===== config.mk =====
export PLATFORM = sky130hd
export DESIGN_NAME = itp_regs
export DESIGN_NICKNAME = d
export VERILOG_FILES = /design/src/rtl/itp_pkg.sv /design/src/rtl/itp_regs.sv
export SDC_FILE = /design/constraint.sdc
export NUM_CORES = 1
export LEC_CHECK = 0
export BUFFER_PORTS_ARGS = -buffer_cell sky130_fd_sc_hd__buf_2
export CAP_MARGIN = 10
export CORE_AREA = 2 2 147 149
export CTS_CLUSTER_DIAMETER = 120
export DETAILED_ROUTE_END_ITERATION = 8
export DIE_AREA = 0 0 149 151
export PLACE_DENSITY_LB_ADDON = 0.05
export REMOVE_ABC_BUFFERS = 1
export SETUP_SLACK_MARGIN = 0.3
export SLEW_MARGIN = 20
export SYNTH_ARGS = -nofsm -noshare
export SYNTH_HDL_FRONTEND = slang
export SYNTH_SLANG_ARGS = --single-unit

===== constraint.sdc =====
create_clock -name clk_sys -period 4.2 [get_ports clk_sys]
set_input_delay 0.84 -clock clk_sys [delete_from_list [all_inputs] [get_ports clk_sys]]
set_output_delay 0.84 -clock clk_sys [all_outputs]
set_load 0.01 [all_outputs]

===== src/rtl/itp_pkg.sv =====
// Constants for the interrupt test and priority promotion register set.
// Assumes a 32-bit Avalon-MM slave; registers sit in the low byte lanes.
package itp_pkg;

   // ---------------------------------------------------------------
   // Register indices (byte address is four times the index)
   // ---------------------------------------------------------------
   localparam logic [5:0] IDX_TEST_CTRL = 6'h15;
   localparam logic [5:0] IDX_FORCE     = 6'h16;
   localparam logic [5:0] IDX_PROMOTE   = 6'h1F;
   localparam logic [5:0] IDX_STATUS    = 6'h20;
   localparam logic [5:0] IDX_MASK      = 6'h21;

   // ---------------------------------------------------------------
   // Field layout and reset values
   // ---------------------------------------------------------------
   localparam int         WREN_BIT      = 4;
   localparam int         BANK_MSB      = 3;
   localparam int         PSEL_LSB      = 1;
   localparam logic [7:0] PROMOTE_RST   = 8'hF2;
   localparam logic [3:0] BANK_RST      = 4'h0;
   localparam logic [3:0] TOP_BANK      = 4'hF;
   localparam logic [7:0] TOP_BANK_BITS = 8'h07;
   localparam int         EV_REFUSED    = 0;
   localparam int         EV_VECTOR     = 1;
   localparam int         NUM_EV        = 2;

   // ---------------------------------------------------------------
   // Source map: index i is vector 0xFF00 + 2*i
   // ---------------------------------------------------------------
   localparam int          NUM_BANKS   = 16;
   localparam int          BANK_W      = 8;
   localparam int          NUM_SRC     = NUM_BANKS * BANK_W;
   localparam logic [15:0] IMPL_BANKS  = 16'h800F;
   localparam logic [6:0]  IDX_XIRQ    = 7'h7A;
   localparam logic [6:0]  IDX_IRQ     = 7'h79;
   localparam logic [6:0]  IDX_TICK    = 7'h78;
   localparam logic [7:0]  VEC_HIGH    = 8'hFF;
   localparam logic [15:0] VEC_SWI     = 16'hFFF6;

endpackage : itp_pkg


===== src/rtl/itp_regs.sv =====
// Interrupt test control, force banks, promotion and priority decoder.
// Assumes requests and CPU state inputs come from logic on clk_sys.
`timescale 1ns/1ps

module itp_regs (
   input  wire logic        clk_sys,
   input  wire logic        reset_n,
   input  wire logic [7:0]  avs_address,
   input  wire logic        avs_read,
   input  wire logic        avs_write,
   input  wire logic [31:0] avs_writedata,
   input  wire logic [3:0]  avs_byteenable,
   output logic [31:0]      avs_readdata,
   output logic             avs_waitrequest,
   input  wire logic [127:0] int_req,
   input  wire logic        special_mode,
   input  wire logic        ccr_i_mask,
   input  wire logic        ccr_x_mask,
   input  wire logic        vec_req,
   output logic [15:0]      vec_addr,
   output logic             vec_valid,
   output logic [127:0]     decoder_req,
   output logic             irq
);

   // ---------------------------------------------------------------
   // Bus handshake: one wait state per access
   // ---------------------------------------------------------------
   logic        ack_q, ack_d;
   logic        acc;
   logic [5:0]  idx;
   logic        wr_lo;

   assign acc             = avs_read | avs_write;
   assign idx             = avs_address[7:2];
   assign wr_lo           = avs_write & ack_q & avs_byteenable[0];
   assign avs_waitrequest = acc & ~ack_q;

   always_comb begin
      ack_d = acc & ~ack_q;
   end

   // ---------------------------------------------------------------
   // Source validity per bank
   // ---------------------------------------------------------------
   logic [127:0] valid;
   genvar gb;
   generate
      for (gb = 0; gb < itp_pkg::NUM_BANKS; gb++) begin : g_bank
         localparam logic [3:0] BNK = 4'(gb);
         assign valid[gb*8 +: 8] = !itp_pkg::IMPL_BANKS[gb] ? 8'h00 :
            (BNK == itp_pkg::TOP_BANK) ? itp_pkg::TOP_BANK_BITS : 8'hFF;
      end
   endgenerate

   // ---------------------------------------------------------------
   // Register state
   // ---------------------------------------------------------------
   logic        wren_q, wren_d;
   logic [3:0]  bank_q, bank_d;
   logic [7:0]  prom_q, prom_d;
   logic [127:0] test_q, test_d;
   logic [1:0]  stat_q, stat_d;
   logic [1:0]  mask_q, mask_d;
   logic [31:0] rdata_q, rdata_d;
   logic [1:0]  ev;
   logic        bank_ok;
   logic [7:0]  bank_valid;
   logic [7:0]  bank_live;
   logic [7:0]  bank_test;
   logic        ctrl_ok;
   logic        force_ok;
   logic        prom_ok;
   logic        vec_fire;

   assign bank_valid = valid[bank_q*8 +: 8];
   assign bank_ok    = itp_pkg::IMPL_BANKS[bank_q];
   assign bank_live  = int_req[bank_q*8 +: 8] & bank_valid;
   assign bank_test  = test_q[bank_q*8 +: 8];
   assign ctrl_ok    = special_mode & ccr_i_mask & ccr_x_mask;
   assign force_ok   = special_mode & wren_q & ccr_i_mask & bank_ok;
   assign prom_ok    = ccr_i_mask;

   always_comb begin
      wren_d = wren_q;
      bank_d = bank_q;
      prom_d = prom_q;
      test_d = test_q;
      mask_d = mask_q;
      ev     = '0;
      ev[itp_pkg::EV_VECTOR] = vec_fire;
      if (wr_lo && idx == itp_pkg::IDX_TEST_CTRL) begin
         bank_d = avs_writedata[itp_pkg::BANK_MSB:0];
         if (ctrl_ok) begin
            wren_d = avs_writedata[itp_pkg::WREN_BIT];
         end else begin
            ev[itp_pkg::EV_REFUSED] = 1'b1;
         end
      end
      // Snapshot keeps pending requests alive across the switch
      if (wren_d && !wren_q) begin
         test_d = int_req & valid;
      end
      if (wr_lo && idx == itp_pkg::IDX_FORCE) begin
         if (force_ok) begin
            test_d[bank_q*8 +: 8] = avs_writedata[7:0] & bank_valid;
         end else begin
            ev[itp_pkg::EV_REFUSED] = 1'b1;
         end
      end
      if (wr_lo && idx == itp_pkg::IDX_PROMOTE) begin
         if (prom_ok) begin
            prom_d = {avs_writedata[7:1], 1'b0};
         end else begin
            ev[itp_pkg::EV_REFUSED] = 1'b1;
         end
      end
      if (wr_lo && idx == itp_pkg::IDX_MASK) begin
         mask_d = avs_writedata[itp_pkg::NUM_EV-1:0];
      end
      // Set wins over write-one-to-clear
      stat_d = stat_q;
      if (wr_lo && idx == itp_pkg::IDX_STATUS) begin
         stat_d = stat_q & ~avs_writedata[itp_pkg::NUM_EV-1:0];
      end
      stat_d = stat_d | ev;
   end

   // ---------------------------------------------------------------
   // Read mux, loaded in the wait cycle
   // ---------------------------------------------------------------
   always_comb begin
      rdata_d = rdata_q;
      if (avs_read && !ack_q) begin
         rdata_d = '0;
         unique case (idx)
            itp_pkg::IDX_TEST_CTRL: begin
               rdata_d[itp_pkg::WREN_BIT]   = wren_q;
               rdata_d[itp_pkg::BANK_MSB:0] = bank_q;
            end
            itp_pkg::IDX_FORCE: begin
               if (special_mode && bank_ok) begin
                  rdata_d[7:0] = wren_q ? bank_test : bank_live;
               end
            end
            itp_pkg::IDX_PROMOTE: rdata_d[7:0] = prom_q;
            itp_pkg::IDX_STATUS: rdata_d[itp_pkg::NUM_EV-1:0] = stat_q;
            itp_pkg::IDX_MASK: rdata_d[itp_pkg::NUM_EV-1:0] = mask_q;
            default: rdata_d = '0;
         endcase
      end
   end

   // ---------------------------------------------------------------
   // Priority decoder
   // ---------------------------------------------------------------
   logic [6:0]  psel;
   logic [6:0]  prom_idx;
   logic        swap;
   logic        found;
   logic [6:0]  win;
   logic [6:0]  pos;
   logic [6:0]  src;
   logic [15:0] vec_q, vec_d;
   logic [15:0] last_q, last_d;
   logic        vvld_q, vvld_d;

   assign decoder_req = (wren_q ? test_q : int_req) & valid;
   assign psel        = prom_q[7:itp_pkg::PSEL_LSB];
   assign prom_idx    = (psel > itp_pkg::IDX_IRQ || !valid[psel]) ?
                        itp_pkg::IDX_IRQ : psel;
   assign swap        = prom_idx != itp_pkg::IDX_TICK;

   always_comb begin
      found = 1'b0;
      win   = '0;
      pos   = '0;
      src   = '0;
      for (int p = 0; p < 122; p++) begin
         pos = 7'(p);
         src = (swap && pos == prom_idx) ? itp_pkg::IDX_TICK : pos;
         if (!(swap && pos == itp_pkg::IDX_TICK) && decoder_req[src]) begin
            found = 1'b1;
            win   = src;
         end
      end
      if (decoder_req[prom_idx]) begin
         found = 1'b1;
         win   = prom_idx;
      end
      if (decoder_req[itp_pkg::IDX_XIRQ]) begin
         found = 1'b1;
         win   = itp_pkg::IDX_XIRQ;
      end
   end

   assign vec_fire = vec_req;

   always_comb begin
      last_d = found ? {itp_pkg::VEC_HIGH, win, 1'b0} : last_q;
      vvld_d = vec_req;
      vec_d  = vec_q;
      if (vec_req) begin
         vec_d = last_d;
      end
   end

   // ---------------------------------------------------------------
   // Registers
   // ---------------------------------------------------------------
   always_ff @(posedge clk_sys or negedge reset_n) begin
      if (!reset_n) begin
         ack_q   <= 1'b0;
         wren_q  <= 1'b0;
         bank_q  <= itp_pkg::BANK_RST;
         prom_q  <= itp_pkg::PROMOTE_RST;
         test_q  <= '0;
         stat_q  <= '0;
         mask_q  <= '0;
         rdata_q <= '0;
         vec_q   <= itp_pkg::VEC_SWI;
         last_q  <= itp_pkg::VEC_SWI;
         vvld_q  <= 1'b0;
      end else begin
         ack_q   <= ack_d;
         wren_q  <= wren_d;
         bank_q  <= bank_d;
         prom_q  <= prom_d;
         test_q  <= test_d;
         stat_q  <= stat_d;
         mask_q  <= mask_d;
         rdata_q <= rdata_d;
         vec_q   <= vec_d;
         last_q  <= last_d;
         vvld_q  <= vvld_d;
      end
   end

   assign avs_readdata = rdata_q;
   assign vec_addr     = vec_q;
   assign vec_valid    = vvld_q;
   assign irq          = |(stat_q & mask_q);
endmodule : itp_regs


==> results.cfg <==
[synth]
netlist_top_cells_area = dfrtp_1 21%, buf_4 8.9%, dfstp_2 8.3%
synthesis.area_per_instance_um2 = 8.75
ys.warnings.count = 0
synth.yosys.seq_area_share_pct = 29.7
post-synth-top-area-fraction_pct = 21.4
synth_top_flop_cell = dfrtp_1
synth.largest_area_cell = dfrtp_1
synthesis.instances = 1192
async_reset_ff_share_pct = 100
syn_area_um2 = 10400
ys_ff_latch = 122
synth_cell_types = 100
number_of_enable_flip_flop_cells_after_synthesis = 0

[clocking]
clkSinkCount = 122
clkLatencyLatePin_ns = 0.43
cts_root_buffer = clkbuf_16
cts.hold.buffers_added = 0
tritoncts = built
cts_setup_buffers = 0
total_cts_buffers = 17
cts_max_path_bufs = 2
ctsHtreeMaxLevel = 4
clkSlewWorstSetupHoldPaths_ns = 0.07

[detailed_routing]
met1_length_um = 16800
postRouteWirelength_um = 39600
dr_wl_met2_um = 17400
vias_per_cell = 6.33
drt-initial-drc-count = 1078
maxUsedRoutingLayer = met4
num_vias = 10505
drtAntennaViolNets = 0
drt_first_pass_iters = 6
drt_drc = 0
wire_per_inst_um = 23.9
routed-wl-met3_um = 4390

[layout]
proportion_of_layout_cells_with_a_drive_suffix_above_1_pct = 31.3
nets = 1554
synthToLayoutAreaGrowth_pct = 16.0
diodes = 0
finalCoreUtilization_pct = 58.1

[die]
std_cell_rows = 53
die_area_um2 = 22500
start_util_pct = 50.1
core_um2 = 20800
dieWidth_um = 149
io_pins = 359
floorplan.die.height_um = 151

[setup_path]
start_kind = flop
path_delay_family = compound AO/OA/AOI/OAI gates
path_max_fanout = 23
timing.critical_path.cells = or4bb_1 -> o41ai_1 -> o211ai_1 -> buf_4 -> or4_1 -> a311oi_1 -> o21ai_0 -> a21oi_1 -> a311o_1
worst_ep_arrival_time_ns = 4.25
required_time_reported_for_the_critical_path_endpoint_ns = 4.56
critical_path_buf_inv_count = 1
crit_path_top_delay_cell = dfstp_2
timing.critical_path.slowest_cell_delay_ns = 0.92
category_of_the_critical_setup_timing_path = reg2reg
setup.worst_path.end_class = flop

[power_and_ir_drop]
power.leakage_uw = 0.00531
powerDensity_nw_per_um2 = 290
ir_drop_mv = 0.236

[sta]
setup_viols_final = 0
slew-limit-headroom_pct = 31.9
worstMarginPinSlew_ns = 1.02
slew_viol_final = 0
hold_violations = 0
grt_setup_unrepaired = yes
timing.final.crit_share_pct = 92.5
fin_ws_ns = 0.314
clock_skew_ns = 0.0144
final_period_minus_worst_setup_slack_ns = 3.89
fmax_mhz = 257

[global_route]
largest_net_degree_at_the_start_of_global_routing = 68
global_route.usage.total_pct = 35.2
grt-ovfl-total = 0
grt_pass1_wl_um = 59300
via_count_of_the_first_global_routing_pass = 9608
number_of_antenna_violations_at_the_first_check_in_global_routing = 0

[placement]
detailedPlacementHpwl_um = 30100
gpl_wtd_cong = 0.976
io_buffers = 128
post_placement_worst_setup_slack_ns = 0.451

[status]
run_status = complete, no violations

[flow_run]
cap_violations = 0

[min_path]
worst_hold_path_type = in2async
-- cells by family (layout without fill, tap and decap cells) --
logic type | count (synthesis) | in the layout | synth area share [%]
flops | 122 | 122 | 29.7
simple gates | 444 | 444 | 23.1
xor+xnor | 1 | 1 | 0.0840
mux | 103 | 103 | 14.8
buf+inv | 223 | 299 | 13.0
compound gates | 295 | 295 | 19.0
fa+ha+maj | 3 | 3 | 0.360
other cells | 1 | 117 | 0.0360
-- worst register-to-register path: cells and delay by family, from the launching register on --
family | cells | cell delay, ns
AO/OA/AOI/OAI | 6 | 1.67
AND/OR/NAND/NOR | 2 | 1.05
flip-flops | 1 | 0.92
buffers and inverters | 1 | 0.18
-- path summary, 6_finish.rpt --
check                           cells after the start  slack, ns         endpoint       startpoint
worst min-delay path                                1       0.47        bank_q[1]          reset_n
min in group clk_sys                                2       0.47  avs_readdata[2]  avs_readdata[2]
worst min register to register                      2       0.47  avs_readdata[2]  avs_readdata[2]
worst max-delay path                                9       0.31      vec_addr[7]        prom_q[1]
max in group asynchronous                           2       2.87      vec_addr[7]          reset_n
worst max register to register                      9       0.31      vec_addr[7]        prom_q[1]
-- cell usage after synthesis (all sizes together) (4+ instances only) --
| library cell | instances |
|---|---|
| dfrtp | 89 |
| a32oi | 5 |
| nor2 | 61 |
| nor4 | 9 |
| mux2i | 22 |
| nand3 | 47 |
| a22o | 4 |
| mux4 | 35 |
| and3 | 26 |
| or4 | 8 |
| a31oi | 20 |
| buf | 151 |
| o211ai | 8 |
| or4b | 5 |
| nor3b | 7 |
| o31ai | 9 |
| a22oi | 5 |
| o22ai | 10 |
| o311ai | 4 |
| a211oi | 32 |
| clkbuf | 51 |
| or3b | 4 |
| a311oi | 4 |
| a221oi | 6 |
| and2 | 33 |
| nor3 | 26 |
| dfstp | 33 |
| nand2 | 141 |
| nor2b | 13 |
| or3 | 15 |
| nand4 | 13 |
| nand2b | 11 |
| or2 | 4 |
| o21ai | 78 |
| mux2 | 46 |
| o41ai | 7 |
| a21oi | 58 |
| nand4bb | 5 |
| nor4b | 4 |
| inv | 21 |
-- cell usage in the layout, fill, tap and decap left out, types with 6 or more instances in the layout --
master	instances
nand3_1	45
o22ai_1	10
nor2b_1	13
buf_2	127
or4_1	7
mux2i_1	21
dfrtp_1	86
and2_1	32
inv_8	7
buf_4	117
mux2_2	45
nand4_1	13
nand2_1	141
inv_1	20
o211ai_1	8
nor2_1	61
o31ai_1	8
a21oi_1	57
nor4_1	6
or3_4	7
clkbuf_16	17
a31oi_1	20
dfstp_2	33
conb_1	117
mux4_2	35
a211oi_1	31
a221oi_1	6
or3_1	8
nand2b_1	11
o41ai_1	6
o21ai_0	74
and3_1	26
nor3_1	25
-- routing by layer --
| metal | GRT usage, % | up-vias |
|---|---|---|
| met1 | 51.2 | 5066 |
| li1 | - | 4577 |
| met5 | 0 | - |
| met4 | 8.71 | 0 |
| met2 | 54.0 | 763 |
| met3 | 7.17 | 99 |
-- metrics by stage --
| stage | instance area, µm² | setup TNS, ns | total power [µW] | hold WS [ns] | std cells |
|---|---|---|---|---|---|
| after detailed placement | 11500 | 0 | 2040 | 0.467 | 1627 |
| after global placement | 11500 | 0 | 2040 | 0.463 | 1627 |
| after floorplan | 9590 | -8.07 | 1670 | 0.451 | 1106 |
| after global routing | 12100 | 0 | 3640 | 0.522 | 1659 |
| after CTS | 12100 | 0 | 3510 | 0.481 | 1659 |
| final | 12100 | 0 | 3510 | 0.469 | 1659 |
-- area by class of cell --
cell class,count,area (µm²)
inverters,21,81.3
flip-flops and latches,122,3100
clock inverters,15,164
repair buffers,246,1550
fillers,1915,8720
multi-input cells,963,6440
clock buffers,17,425
well taps,275,344
-- power by group --
part | leakage (µW) | total, µW | switching [µW] | internal, µW
clock | 0.000292 | 1470 | 671 | 801
sequential | 0.00155 | 1260 | 39.6 | 1220
combinational | 0.00347 | 778 | 496 | 282
total | 0.00531 | 3510 | 1210 | 2310
-- sequential cells by signal (all words and copies together) (netlist names) --
name          count
ack_q             1
avs_readdata      8
bank_q            4
last_q           16
mask_q            2
prom_q            7
stat_q            2
test_q           64
vec_addr         16
vec_valid         1
wren_q            1
-- what timing repair did --
action / CTS / global route
setup endpoints to repair: 0 / 7
hold endpoints to repair: 0 / 0
resized for setup: 0 / 3
No activity file was read; power rests on OpenSTA's default activity.
